`config.mk`:
```
export PLATFORM = sky130hd
export DESIGN_NAME = uds_top
export DESIGN_NICKNAME = d
export VERILOG_FILES = /design/src/uds_pkg.sv /design/src/uds_rx_if.sv /design/src/uds_rx.sv /design/src/uds_top.sv
export SDC_FILE = /design/constraint.sdc
export NUM_CORES = 1
export LEC_CHECK = 0
export ABC_AREA = 0
export BUFFER_PORTS_ARGS = -buffer_cell sky130_fd_sc_hd__clkbuf_2
export CAP_MARGIN = 15
export CORE_MARGIN = 4
export CORE_UTILIZATION = 35
export DETAILED_ROUTE_END_ITERATION = 7
export GPL_TIMING_DRIVEN = 0
export PLACE_DENSITY_LB_ADDON = 0.3
export SLEW_MARGIN = 20
export SYNTH_ARGS = -nofsm -noshare
export SYNTH_HDL_FRONTEND = slang
export SYNTH_SLANG_ARGS = --single-unit
```
`constraint.sdc`:
```
create_clock -name CLK -period 2.8 [get_ports CLK]
set_clock_uncertainty 0.1 [all_clocks]
set_input_delay 0.56 -clock CLK [delete_from_list [all_inputs] [get_ports CLK]]
set_output_delay 0.56 -clock CLK [all_outputs]
set_load 0.05 [all_outputs]
```
`src/uds_pkg.sv`:
```
// Constants shared by the serial port data path and its receiver.
// Assumes a single 10 MHz system clock domain.
package uds_pkg;
   localparam logic [2:0] A_STAT = 3'h0;
   localparam logic [2:0] A_CTLA = 3'h1;
   localparam logic [2:0] A_CTLB = 3'h2;
   localparam logic [2:0] A_DATA = 3'h3;
   localparam logic [2:0] A_BAUD = 3'h4;
   // serial_control_a fields
   localparam int B_UE = 7;
   localparam int B_NINE = 6;
   localparam int B_PEN = 5;
   localparam int B_ODD = 4;
   localparam int B_STOP_BIT_COUNT_SELECT = 3;
   localparam int B_BRK = 2;
   localparam int B_RX8 = 1;
   localparam int B_TX8 = 0;
   // serial_control_b fields
   localparam int B_TRANSMITTER_ENABLE = 7;
   localparam int B_RECEIVER_ENABLE = 6;
   localparam int B_RIE = 2;
   localparam logic [7:0] RST_STAT = 8'h0B;
   localparam logic [7:0] RST_CTL = 8'h00;
   localparam logic [7:0] RST_BAUD = 8'h00;
   // Sixteen baud ticks per bit; majority of ticks 7..9
   localparam logic [3:0] SUB_LAST = 4'hF;
   localparam logic [3:0] SMP_LO = 4'h7;
   localparam logic [3:0] SMP_HI = 4'h9;
   localparam logic [3:0] SMP_EVAL = 4'hA;
   localparam logic [3:0] FRM_BASE = 4'hA;
   localparam int FIFO_DEPTH = 2;

   // Parity bit over 8 or 9 data bits
   function automatic logic uds_par(logic [8:0] d, logic nine,
                                    logic odd);
      return (^(d & {nine, 8'hFF})) ^ odd;
   endfunction : uds_par
endpackage : uds_pkg

```
`src/uds_rx_if.sv`:
```
// Link between the port core and its receive shift logic.
// Assumes both ends share one clock.
`timescale 1ns/10ps
interface uds_rx_if;
   logic tick;
   logic en;
   logic nine;
   logic par_en;
   logic par_odd;
   logic done;
   logic busy;
   logic framing_error_flag;
   logic parity_error_flag;
   logic noise;
   logic [8:0] data;
   modport ctl(output tick, en, nine, par_en, par_odd,
               input done, busy, framing_error_flag, parity_error_flag, noise, data);
   modport rx(input tick, en, nine, par_en, par_odd,
              output done, busy, framing_error_flag, parity_error_flag, noise, data);
endinterface : uds_rx_if

```
`src/uds_rx.sv`:
```
// Receive shift register with start, data, parity and stop sampling.
// Assumes tick at sixteen times the bit rate and a synchronous input.
`timescale 1ns/10ps
module uds_rx import uds_pkg::*; (
   input wire logic clk,
   input wire logic rst_n,
   input wire logic rx_i,
   uds_rx_if.rx rif
);
   typedef enum logic [2:0] {
      R_IDLE = 3'b000,
      R_START = 3'b001,
      R_DATA = 3'b010,
      R_PAR = 3'b011,
      R_STOP = 3'b100
   } uds_rxst_e;

   uds_rxst_e st_q;
   logic [3:0] sub_q;
   logic [3:0] bit_q;
   logic [8:0] sh_q;
   logic [2:0] smp_q;
   logic nz_q;
   logic pb_q;
   logic maj;
   logic dis;
   logic eval;
   logic [8:0] word;

   assign maj = (smp_q[0] & smp_q[1]) | (smp_q[0] & smp_q[2])
              | (smp_q[1] & smp_q[2]);
   assign dis = (|smp_q) & ~(&smp_q);
   assign eval = rif.tick && sub_q == SMP_EVAL;
   assign word = rif.nine ? sh_q : {1'b0, sh_q[8:1]};
   assign rif.busy = st_q != R_IDLE;

   always_ff @(posedge clk or negedge rst_n) begin
      if (!rst_n) begin
         st_q <= R_IDLE;
         sub_q <= 4'h0;
         bit_q <= 4'h0;
         sh_q <= 9'h000;
         smp_q <= 3'h7;
         nz_q <= 1'b0;
         pb_q <= 1'b0;
         rif.done <= 1'b0;
         rif.framing_error_flag <= 1'b0;
         rif.parity_error_flag <= 1'b0;
         rif.noise <= 1'b0;
         rif.data <= 9'h000;
      end else begin
         rif.done <= 1'b0;
         if (!rif.en) begin
            st_q <= R_IDLE;
            sub_q <= 4'h0;
         end else if (rif.tick) begin
            if (st_q == R_IDLE) begin
               sub_q <= 4'h1;
               if (!rx_i) begin
                  st_q <= R_START;
               end
            end else begin
               sub_q <= sub_q + 4'h1;
            end
            if (sub_q >= SMP_LO && sub_q <= SMP_HI) begin
               smp_q <= {smp_q[1:0], rx_i};
            end
            if (eval) begin
               unique case (st_q)
                  R_IDLE: begin
                  end
                  R_START: begin
                     st_q <= maj ? R_IDLE : R_DATA;
                     nz_q <= dis;
                     bit_q <= 4'h0;
                  end
                  R_DATA: begin
                     sh_q <= {maj, sh_q[8:1]};
                     nz_q <= nz_q | dis;
                     bit_q <= bit_q + 4'h1;
                     if (bit_q == (rif.nine ? 4'h8 : 4'h7)) begin
                        st_q <= rif.par_en ? R_PAR : R_STOP;
                     end
                  end
                  R_PAR: begin
                     pb_q <= maj;
                     nz_q <= nz_q | dis;
                     st_q <= R_STOP;
                  end
                  R_STOP: begin
                     st_q <= R_IDLE;
                     rif.done <= 1'b1;
                     rif.data <= word;
                     rif.framing_error_flag <= ~maj;
                     rif.noise <= nz_q | dis;
                     rif.parity_error_flag <= rif.par_en &
                        (uds_par(word, rif.nine, rif.par_odd) != pb_q);
                  end
               endcase
            end
         end
      end
   end
endmodule : uds_rx

```
`src/uds_top.sv`:
```
// Serial port data path: shared data register, status flags, shifters.
// Assumes synchronous register strobes from the processor data bus.
`timescale 1ns/10ps
// Operation
// - Written byte shifts out LSB first
// - Received bits shift in LSB first
// - One shared data address, shifters hidden
// - Enables drive pins, otherwise pins float
// - Status flags are read only
// - Parity error flag in bit 7
// - Noise flag bit 6, not on overrun
// - Framing error flag in bit 5
// - Overrun flag bit 4 blocks transfers
// - Status read then data access clears errors
// - Receiver idle low during a frame
// - Receive full bit 2, optional interrupt
// - Error flags set with receive full
// - Receive full clears after sequence, empty
// - Transmitter idle bit 1, pin high
// - Status read then write clears idle
// - No idle while data or break queued
// - Transmit empty bit 0 on load
// - Status read then write clears empty
// - Transmitter enable sets transmit empty
// - Two entry receive queue
// - Port disable flushes and resets flags
// - Ninth bit in control register bits
// - Stop bit select one or two
module uds_top import uds_pkg::*; (
   input wire logic CLK,
   input wire logic RSTN,
   input wire logic [2:0] REG_ADDR,
   input wire logic REG_WR,
   input wire logic REG_RD,
   input wire logic [7:0] REG_WDATA,
   output logic [7:0] REG_RDATA,
   input wire logic RX_I,
   output logic TX_O,
   output logic TX_OE,
   output logic RX_PULL_OFF,
   output logic RX_IRQ
);
   logic [7:0] ctla_q;
   logic [7:0] ctlb_q;
   logic [7:0] baud_q;
   logic [7:0] bcnt_q;
   logic tick_q;
   logic port_en;
   logic tx_on;
   logic rx_on;
   logic rd_stat;
   logic rd_data;
   logic wr_data;
   logic data_acc;
   logic [8:0] fifo_mem [FIFO_DEPTH];
   logic rp_q;
   logic wp_q;
   logic [1:0] cnt_q;
   logic push;
   logic pop;
   logic ovr;
   logic parity_error_flag_q;
   logic nf_q;
   logic framing_error_flag_q;
   logic overrun_flag_q;
   logic receive_full_flag_q;
   logic transmitter_idle_flag_q;
   logic transmit_empty_flag_q;
   logic sseen_q;
   logic rxs_q;
   logic txs_q;
   logic tis_q;
   logic [7:0] stat;
   logic [8:0] tbuf_q;
   logic tfull_q;
   logic [11:0] tsh_q;
   logic [3:0] tbits_q;
   logic [3:0] tsub_q;
   logic tbusy;
   logic load;
   logic brk;
   logic shift;
   logic tx_free;

   uds_rx_if rif();

   function automatic logic [11:0] uds_frame(logic [8:0] d,
      logic nine, logic pen, logic odd);
      logic [11:0] f;
      logic p;
      f = 12'hFFF;
      p = uds_par(d, nine, odd);
      f[0] = 1'b0;
      f[8:1] = d[7:0];
      if (nine) begin
         f[9] = d[8];
         if (pen) begin
            f[10] = p;
         end
      end else if (pen) begin
         f[9] = p;
      end
      return f;
   endfunction : uds_frame

   assign port_en = ctla_q[B_UE];
   assign tx_on = port_en & ctlb_q[B_TRANSMITTER_ENABLE];
   assign rx_on = port_en & ctlb_q[B_RECEIVER_ENABLE];
   assign rd_stat = REG_RD && REG_ADDR == A_STAT;
   assign rd_data = REG_RD && REG_ADDR == A_DATA;
   assign wr_data = REG_WR && REG_ADDR == A_DATA;
   assign data_acc = rd_data | wr_data;

   assign rif.tick = tick_q;
   assign rif.en = rx_on;
   assign rif.nine = ctla_q[B_NINE];
   assign rif.par_en = ctla_q[B_PEN];
   assign rif.par_odd = ctla_q[B_ODD];

   uds_rx u_rx (
      .clk(CLK),
      .rst_n(RSTN),
      .rx_i(RX_I),
      .rif(rif)
   );

   // Control registers; status has no write path
   always_ff @(posedge CLK or negedge RSTN) begin
      if (!RSTN) begin
         ctla_q <= RST_CTL;
         ctlb_q <= RST_CTL;
         baud_q <= RST_BAUD;
      end else begin
         if (REG_WR && REG_ADDR == A_CTLA) begin
            ctla_q <= REG_WDATA;
         end
         if (REG_WR && REG_ADDR == A_CTLB) begin
            ctlb_q <= REG_WDATA;
         end
         if (REG_WR && REG_ADDR == A_BAUD) begin
            baud_q <= REG_WDATA;
         end
         if (!port_en) begin
            ctlb_q[B_TRANSMITTER_ENABLE] <= 1'b0;
            ctlb_q[B_RECEIVER_ENABLE] <= 1'b0;
            ctla_q[B_BRK] <= 1'b0;
         end
      end
   end

   // Baud tick at sixteen times the bit rate
   always_ff @(posedge CLK or negedge RSTN) begin
      if (!RSTN) begin
         bcnt_q <= 8'h00;
         tick_q <= 1'b0;
      end else if (!port_en) begin
         bcnt_q <= 8'h00;
         tick_q <= 1'b0;
      end else if (bcnt_q == 8'h00) begin
         bcnt_q <= baud_q;
         tick_q <= 1'b1;
      end else begin
         bcnt_q <= bcnt_q - 8'h01;
         tick_q <= 1'b0;
      end
   end

   // Receive queue
   assign ovr = rif.done && (cnt_q == 2'd2 || overrun_flag_q);
   assign push = rif.done && !ovr && rx_on;
   assign pop = rd_data && cnt_q != 2'd0;

   always_ff @(posedge CLK or negedge RSTN) begin
      if (!RSTN) begin
         rp_q <= 1'b0;
         wp_q <= 1'b0;
         cnt_q <= 2'd0;
         for (int i = 0; i < FIFO_DEPTH; i++) begin
            fifo_mem[i] <= 9'h000;
         end
      end else if (!port_en) begin
         rp_q <= 1'b0;
         wp_q <= 1'b0;
         cnt_q <= 2'd0;
      end else begin
         if (push) begin
            fifo_mem[wp_q] <= rif.data;
            wp_q <= ~wp_q;
         end
         if (pop) begin
            rp_q <= ~rp_q;
         end
         cnt_q <= cnt_q + {1'b0, push} - {1'b0, pop};
      end
   end

   // Status read half of the clearing sequences
   always_ff @(posedge CLK or negedge RSTN) begin
      if (!RSTN) begin
         sseen_q <= 1'b0;
         rxs_q <= 1'b0;
         txs_q <= 1'b0;
         tis_q <= 1'b0;
      end else if (rd_stat) begin
         sseen_q <= 1'b1;
         rxs_q <= receive_full_flag_q;
         txs_q <= transmit_empty_flag_q;
         tis_q <= transmitter_idle_flag_q;
      end else if (data_acc || !port_en) begin
         sseen_q <= 1'b0;
         rxs_q <= 1'b0;
         txs_q <= 1'b0;
         tis_q <= 1'b0;
      end
   end

   // Receive flags; a new event beats a clear
   always_ff @(posedge CLK or negedge RSTN) begin
      if (!RSTN) begin
         parity_error_flag_q <= RST_STAT[7];
         nf_q <= RST_STAT[6];
         framing_error_flag_q <= RST_STAT[5];
         overrun_flag_q <= RST_STAT[4];
         receive_full_flag_q <= RST_STAT[2];
      end else if (!port_en) begin
         parity_error_flag_q <= 1'b0;
         nf_q <= 1'b0;
         framing_error_flag_q <= 1'b0;
         overrun_flag_q <= 1'b0;
         receive_full_flag_q <= 1'b0;
      end else begin
         if (push) begin
            receive_full_flag_q <= 1'b1;
            parity_error_flag_q <= parity_error_flag_q | rif.parity_error_flag;
            nf_q <= nf_q | rif.noise;
            framing_error_flag_q <= framing_error_flag_q | rif.framing_error_flag;
         end else if (data_acc && sseen_q) begin
            parity_error_flag_q <= 1'b0;
            nf_q <= 1'b0;
            framing_error_flag_q <= 1'b0;
         end
         if (ovr) begin
            overrun_flag_q <= 1'b1;
         end else if (data_acc && sseen_q) begin
            overrun_flag_q <= 1'b0;
         end
         if (!push && rd_data && rxs_q && cnt_q == 2'd1) begin
            receive_full_flag_q <= 1'b0;
         end
      end
   end

   // Transmit holding buffer and shifter
   assign tbusy = tbits_q != 4'h0;
   assign load = tx_on && tfull_q && !tbusy;
   assign brk = ctla_q[B_BRK] && !tfull_q && !tbusy;
   assign shift = tick_q && tbusy && tsub_q == SUB_LAST;
   assign tx_free = !tfull_q && !tbusy && !brk;

   always_ff @(posedge CLK or negedge RSTN) begin
      if (!RSTN) begin
         tbuf_q <= 9'h000;
         tfull_q <= 1'b0;
      end else if (!tx_on) begin
         tfull_q <= 1'b0;
      end else if (wr_data) begin
         tbuf_q <= {ctla_q[B_TX8], REG_WDATA};
         tfull_q <= 1'b1;
      end else if (load) begin
         tfull_q <= 1'b0;
      end
   end

   always_ff @(posedge CLK or negedge RSTN) begin
      if (!RSTN) begin
         tsh_q <= 12'hFFF;
         tbits_q <= 4'h0;
         tsub_q <= 4'h0;
      end else if (!tx_on) begin
         tbits_q <= 4'h0;
         tsub_q <= 4'h0;
      end else if (load) begin
         tsh_q <= uds_frame(tbuf_q, ctla_q[B_NINE], ctla_q[B_PEN],
                            ctla_q[B_ODD]);
         tbits_q <= FRM_BASE + {3'h0, ctla_q[B_NINE]}
                  + {3'h0, ctla_q[B_PEN]}
                  + {3'h0, ctla_q[B_STOP_BIT_COUNT_SELECT]};
         tsub_q <= 4'h0;
      end else if (tick_q && tbusy) begin
         tsub_q <= tsub_q + 4'h1;
         if (shift) begin
            tsh_q <= {1'b1, tsh_q[11:1]};
            tbits_q <= tbits_q - 4'h1;
         end
      end
   end

   // Transmit flags
   always_ff @(posedge CLK or negedge RSTN) begin
      if (!RSTN) begin
         transmit_empty_flag_q <= RST_STAT[0];
         transmitter_idle_flag_q <= RST_STAT[1];
      end else begin
         if (!tx_on || load) begin
            transmit_empty_flag_q <= 1'b1;
         end else if (wr_data && txs_q) begin
            transmit_empty_flag_q <= 1'b0;
         end
         if (tfull_q || tbusy || brk || wr_data) begin
            transmitter_idle_flag_q <= 1'b0;
         end else if (transmit_empty_flag_q || !tx_on) begin
            transmitter_idle_flag_q <= 1'b1;
         end
         if (wr_data && tis_q) begin
            transmitter_idle_flag_q <= 1'b0;
         end
      end
   end

   assign stat = {parity_error_flag_q, nf_q, framing_error_flag_q, overrun_flag_q, ~rif.busy,
                  receive_full_flag_q, transmitter_idle_flag_q, transmit_empty_flag_q};

   // Pins, interrupt and read data
   always_ff @(posedge CLK or negedge RSTN) begin
      if (!RSTN) begin
         TX_O <= 1'b1;
         TX_OE <= 1'b0;
         RX_PULL_OFF <= 1'b0;
         RX_IRQ <= 1'b0;
      end else begin
         TX_OE <= tx_on;
         RX_PULL_OFF <= rx_on;
         TX_O <= brk ? 1'b0 : (tbusy ? tsh_q[0] : 1'b1);
         RX_IRQ <= receive_full_flag_q & ctlb_q[B_RIE];
      end
   end

   always_ff @(posedge CLK or negedge RSTN) begin
      if (!RSTN) begin
         REG_RDATA <= 8'h00;
      end else if (REG_RD) begin
         unique case (REG_ADDR)
            A_STAT: REG_RDATA <= stat;
            A_CTLA: REG_RDATA <= {ctla_q[7:2],
                                  fifo_mem[rp_q][8], 1'b0};
            A_CTLB: REG_RDATA <= ctlb_q;
            A_DATA: REG_RDATA <= fifo_mem[rp_q][7:0];
            A_BAUD: REG_RDATA <= baud_q;
            default: REG_RDATA <= 8'h00;
         endcase
      end
   end
endmodule : uds_top

```
## Word-level counts from Yosys, hierarchy flattened

Cells that the tools add are included.

| storage, ports and cells | value |
|---|---|
| bits in latches | 0 |
| output and inout port bits | 12 |
| memories kept | 0 |
| word-level logic and storage cells | 257 |
| register bits | 146 |
| bits in writable memories | 0 |
| bits in read-only memories | 0 |

| operators by class | value |
|---|---|
| add/sub/neg operators | 10 |
| muxes and demuxes | 80 |
| shift-type cells | 0 |
| multiply operators | 0 |
| eq/ne operators | 25 |
| div/mod/pow operators | 0 |
| $lt $le $gt $ge | 5 |
| reductions and logical operators | 66 |
| bitwise operators | 26 |

Operators by type and width:

| kind | count |
|---|---|
| $mux W9 | 5 |
| $mux W4 | 11 |
| $mux W1 | 41 |
| $pmux W8 S5 | 1 |
| $mux W12 | 3 |
| $logic_and A1 B1 Y1 | 25 |
| $mux W3 | 8 |
| $mux W8 | 3 |
| $reduce_and A4 Y1 | 5 |
| $and A9 B9 Y9 | 2 |
| $bwmux W18 | 1 |
| $ne A3 B1 Y1 const B | 6 |
| $reduce_xor A9 Y1 | 2 |
| $reduce_bool A2 Y1 | 7 |
| $add A4 B1 Y4 const B | 3 |
| $eq A3 B2 Y1 const B | 4 |
| $pmux W3 S4 | 1 |
| $demux W9 S1 | 1 |
| $reduce_and A3 Y1 | 3 |
| $add A4 B1 Y4 | 2 |
| $and A1 B1 Y1 | 8 |
| $eq A4 B4 Y1 const B | 2 |
| $logic_not A8 Y1 | 1 |
| $ne A2 B1 Y1 const B | 4 |
| 31 further kinds | 63 |

## Longest topological paths before layout

| depth | value |
|---|---|
| depth after elaboration | 12 |
| depth in mapped cells | 11 |
| depth with buffers taken out | 10 |

## Modules after synthesis

Synthesis repeated with hierarchy kept, for this count alone.

| second synthesis, totals | value |
|---|---|
| cell total of the unflattened synthesis | 638 |
| area total of the unflattened synthesis | 7274.5 µm² |

By module, submodules not included:

| module | area an instance (µm²) | cells each | seq. area each (µm²) | instances |
|---|---|---|---|---|
| uds_top | 5124.9 | 437 | 2645.0 | 1 |
| uds_rx | 2149.6 | 201 | 954.7 | 1 |

## Least setup slack after synthesis

No wires, ideal clock.

| timing | value |
|---|---|
| path kind | in2reg |
| start | input REG_ADDR[0] |
| end | register cnt_q[1] |
| required time | 2568 ps |
| cell stages on the path | 10 |
| arrival time | 2148 ps |
| setup slack | 420 ps |
| path through | buf_2 > buf_1 > nand3_1 > nor2_1 > ha_1 > inv_1 > ha_1 > xor2_1 > xnor2_1 > nor2_1 |

| on the way | value |
|---|---|
| longest elaborated chain between the ends | 5 |

RTL lines:

| what | RTL line | text |
|---|---|---|
| start, declared | uds_top.sv:32 | `input wire logic [2:0] REG_ADDR,` |
| $eq A3 B2 Y1 | uds_top.sv:110 | `assign rd_data = REG_RD && REG_ADDR == A_DATA;` |
| $logic_and A1 B1 Y1 | uds_top.sv:110 |  |
| $logic_and A1 B1 Y1 | uds_top.sv:171 | `assign pop = rd_data && cnt_q != 2'd0;` |
| $sub A2 B1 Y2 | uds_top.sv:193 | `cnt_q <= cnt_q + {1'b0, push} - {1'b0, pop};` |
| $mux W2 | uds_top.sv:181 | `end else if (!port_en) begin` |
| end signal, assigned | uds_top.sv:193 |  |
| end, declared | uds_top.sv:58 | `logic [1:0] cnt_q;` |

Every way passes these cells.
A chain may end at the register's enable or synchronous reset.

## Worst setup path in the final report

| timing | value |
|---|---|
| start | register ctlb_q[6] |
| end | register cnt_q[1] |

| on the way | value |
|---|---|
| longest elaborated chain between the ends | 5 |

RTL lines:

| what | RTL line | text |
|---|---|---|
| start, declared | uds_top.sv:44 | `logic [7:0] ctlb_q;` |
| start signal, assigned | uds_top.sv:131 | `ctlb_q <= RST_CTL;` |
| start signal, assigned | uds_top.sv:138 | `ctlb_q <= REG_WDATA;` |
| start signal, assigned by index | uds_top.sv:144 | `ctlb_q[B_TRANSMITTER_ENABLE] <= 1'b0;` |
| $and A1 B1 Y1 | uds_top.sv:108 | `assign rx_on = port_en & ctlb_q[B_RECEIVER_ENABLE];` |
| named net rif.en | uds_rx_if.sv:6 | `logic en;` |
| $logic_and A1 B1 Y1 | uds_top.sv:170 | `assign push = rif.done && !ovr && rx_on;` |
| $add A2 B1 Y2 | uds_top.sv:193 |  |
| $sub A2 B1 Y2 | uds_top.sv:193 |  |
| $mux W2 | uds_top.sv:181 |  |

The timed path passes the listed nets, and every way through them passes these cells.

==> results.py <==
metrics = {
    "status": {
        "status": "finished, final reports clean",
    },
    "min_path": {
        "hp-class": "in2async",
    },
    "global_route": {
        "grt_max_degree": 93,
        "grt_pass1_vias": 5090,
        "overflow": 0,
        "gr-usage-all-layers": 0.152,
        "antenna_found_initial": 0,
        "grt_pass1_wl_um": 26700,
    },
    "setup_path": {
        "startpoint_type": "flop",
        "cp-end-kind": "flop",
        "regToRegSetupSlack_ns": 0.34,
        "crit_type": "reg2reg",
        "crit_buf_inv": 4,
        "path_max_fanout": 9,
        "cp_data_arrival_time_ns": 2.64,
        "worstPathCellList": "nand2_2, inv_1, and3_1, buf_2, inv_1, ha_1, inv_1, ha_1, xor2_1, xnor2_1, nor2_1",
        "cp_data_required_time_ns": 2.98,
        "crit_slowest_cell": "dfrtp_1",
        "cp_num_cells": 11,
        "r2r_cells": 11,
        "slowest_delay_ns": 0.43,
        "crit_family": "buffers and inverters",
        "path_common_cell": "inv_1",
    },
    "finish": {
        "nFillCells": 1902,
        "area_growth_pct": 15.7,
        "regArea_mm2": 0.00360,
        "final_core_util": 0.412,
        "final_layout_size_suffix_gt1_frac": 0.227,
        "multi_input_area_mm2": 0.00316,
        "nNetsFinal": 709,
        "antenna_cells": 0,
    },
    "power_and_ir_drop": {
        "pwr-share-comb": 0.141,
        "seq_power_share": 0.432,
        "switching_share": 0.265,
        "vdd_drop_max_mv": 0.362,
        "powerDensity_mw_per_mm2": 677,
        "power_leakage_nw": 3.53,
        "p_clk_frac": 0.427,
        "p_switching_mw": 1.44,
        "intPower_mw": 4.01,
    },
    "placed_design": {
        "port_buffers": 25,
        "dp_slack_ns": 0.130,
        "gp_congestion": 0.864,
        "dp_hpwl_um": 11500,
    },
    "yosys": {
        "synth-seq-area-share": 0.517,
        "yosys_warnings": 0,
        "yosys.cell_count.top_type": "dfrtp_1",
        "synth-edff-count": 0,
        "synth_area_per_cell_um2": 10.9,
        "netlist.area_leader.share": 0.453,
        "synthTopCellsByArea": "dfrtp_1, mux2_2, dfstp_2",
        "ys_top_cells_by_count": "dfrtp_1, nor2_1, mux2_2, a21oi_1, nand2_1",
        "synth_fp_nets": 664,
        "synth_cells": 636,
        "synth_area_mm2": 0.00696,
        "async_flop_share": 1.00,
        "yosys.area.top_type": "dfrtp_1",
        "ys_seq_elements": 143,
        "yosysUniqueCellTypes": 59,
        "synth_flop_cell": "dfrtp_1",
    },
    "die": {
        "initial_utilization": 0.356,
        "ios": 28,
        "die_h_um": 149,
        "dieArea_mm2": 0.0222,
        "die_w_um": 149,
        "num_rows": 51,
        "coreArea_mm2": 0.0195,
    },
    "timing": {
        "min_period_ns": 2.46,
        "hold_violations": 0,
        "setup_viol": 0,
        "holdWs_ns": 0.00623,
        "worstMarginPinSlew_ns": 0.812,
        "period_share": 0.878,
        "finalWorstSetupSlack_ns": 0.341,
        "setup-tns-final_ns": 0,
        "rsz0062_at_grt": "no",
        "max_slew_margin": 0.459,
        "maxSlewViolCount": 0,
        "fmax_mhz": 407,
    },
    "drt": {
        "wirelength_um": 16100,
        "drt_first_iter_violations": 441,
        "drt-pass1-iter-count": 5,
        "post_drt_wl_per_cell_um": 16.8,
        "viasPerCell": 5.18,
        "ant_nets": 0,
        "vias": 4965,
        "drc": 0,
    },
    "clock_network": {
        "cts_buffers": 17,
        "cts_tree": "done",
        "cts.sinks": 143,
        "post_cts_resized": 0,
        "ctsHtreeMaxLevel": 4,
        "clkLatencyLatePin_ns": 0.42,
        "holdBufCountCts": 0,
        "cts_setup_buffers": 0,
        "clkTransAtPathRegs_ns": 0.06,
        "cts_buffer_depth": 2,
        "cts-root-buf": "clkbuf_16",
    },
    "flow_run": {
        "drv_cap": 0,
    },
}
## routing by layer
| layer | GRT usage | up-vias | wire [um] |
|---|---|---|---|
| li1 | - | 2338 | - |
| met1 | 0.210 | 2511 | 7590 |
| met2 | 0.245 | 98 | 7740 |
| met3 | 0.0319 | 18 | 583 |
| met4 | 0.0394 | 0 | 146 |
| met5 | 0 | - | 0 |
## metrics by stage
| stage | total power, mW | instances | area (um^2) |
|---|---|---|---|
| floorplan | 2.89 | 636 | 6960 |
| global placement | 3.13 | 926 | 7420 |
| detailed placement | 3.16 | 927 | 7450 |
| CTS | 5.49 | 958 | 8050 |
| global route | 5.69 | 958 | 8050 |
| finish | 5.46 | 958 | 8050 |
## layout make-up
type                    count  area share
flip-flops and latches    143       0.447
multi-input cells         441       0.392
clock buffers              25      0.0615
well taps                 265      0.0412
repair buffers             26      0.0200
plain buffers              27      0.0138
clock inverters             6      0.0130
inverters                  25      0.0117
## kinds of logic after synthesis
family / synth area share
AOI/OAI and AO/OA: 0.108
buffers and inverters: 0.0295
xor gates and xnor gates: 0.0435
muxes: 0.152
DFF: 0.517
and+or+nand+nor: 0.126
adders and majority gates: 0.0241
## worst paths after layout
check	start	endpoint
max	ctlb_q[6]	cnt_q[1]
min	RSTN	tbuf_q[3]
max reg2reg	ctlb_q[6]	cnt_q[1]
min reg2reg	tsh_q[0]	TX_O
max in group asynchronous	RSTN	fifo_mem[15]
min in group CLK	RX_I	u_rx.smp_q[0]
## power by group through the flow
stage          Combinational (mW)  Clock (mW)  Sequential (mW)
2_1_floorplan               0.526           0             2.37
3_3_place_gp                0.748           0             2.38
3_5_place_dp                0.769           0             2.39
4_1_cts                     0.775        2.36             2.35
5_1_grt                     0.857        2.46             2.37
6_report                    0.768        2.33             2.36
## registers in the layout, summed over array words and instances (netlist names), 7 cells and up
signal         cells
REG_RDATA          8
baud_q             8
bcnt_q             8
ctla_q             7
ctlb_q             8
fifo_mem          18
tbuf_q             9
tsh_q             11
u_rx.rif.data      9
u_rx.sh_q          9
## cells in the final DEF (no fill, tap or decap), types with 7 or more instances in the layout
cell type  synthesis  routed
nand3_1           10      10
and3_1             7       7
o22ai_1            8       8
clkbuf_2           0      24
dfrtp_1          126     126
nor3_1             9       9
mux2i_1           29      29
a211oi_1           8       8
nand2_1           30      30
xnor2_1           24      24
o21ai_0           26      26
mux2_2            64      64
clkbuf_1          16      20
buf_2              8       8
a21oi_1           52      52
clkbuf_16          0      17
ha_1              11      11
xor2_1             8       8
dfstp_2           17      17
inv_1             23      23
nor2_1            75      75
## worst register-to-register path, stage by stage, from the launching register on
cell and delay (ns):
dfrtp_1 0.43, nand2_2 0.18, inv_1 0.27, and3_1 0.20, buf_2 0.15, inv_1 0.11, ha_1 0.30, inv_1 0.07
ha_1 0.15, xor2_1 0.18, xnor2_1 0.14, nor2_1 0.06
Power figures use the tool's default switching activity.
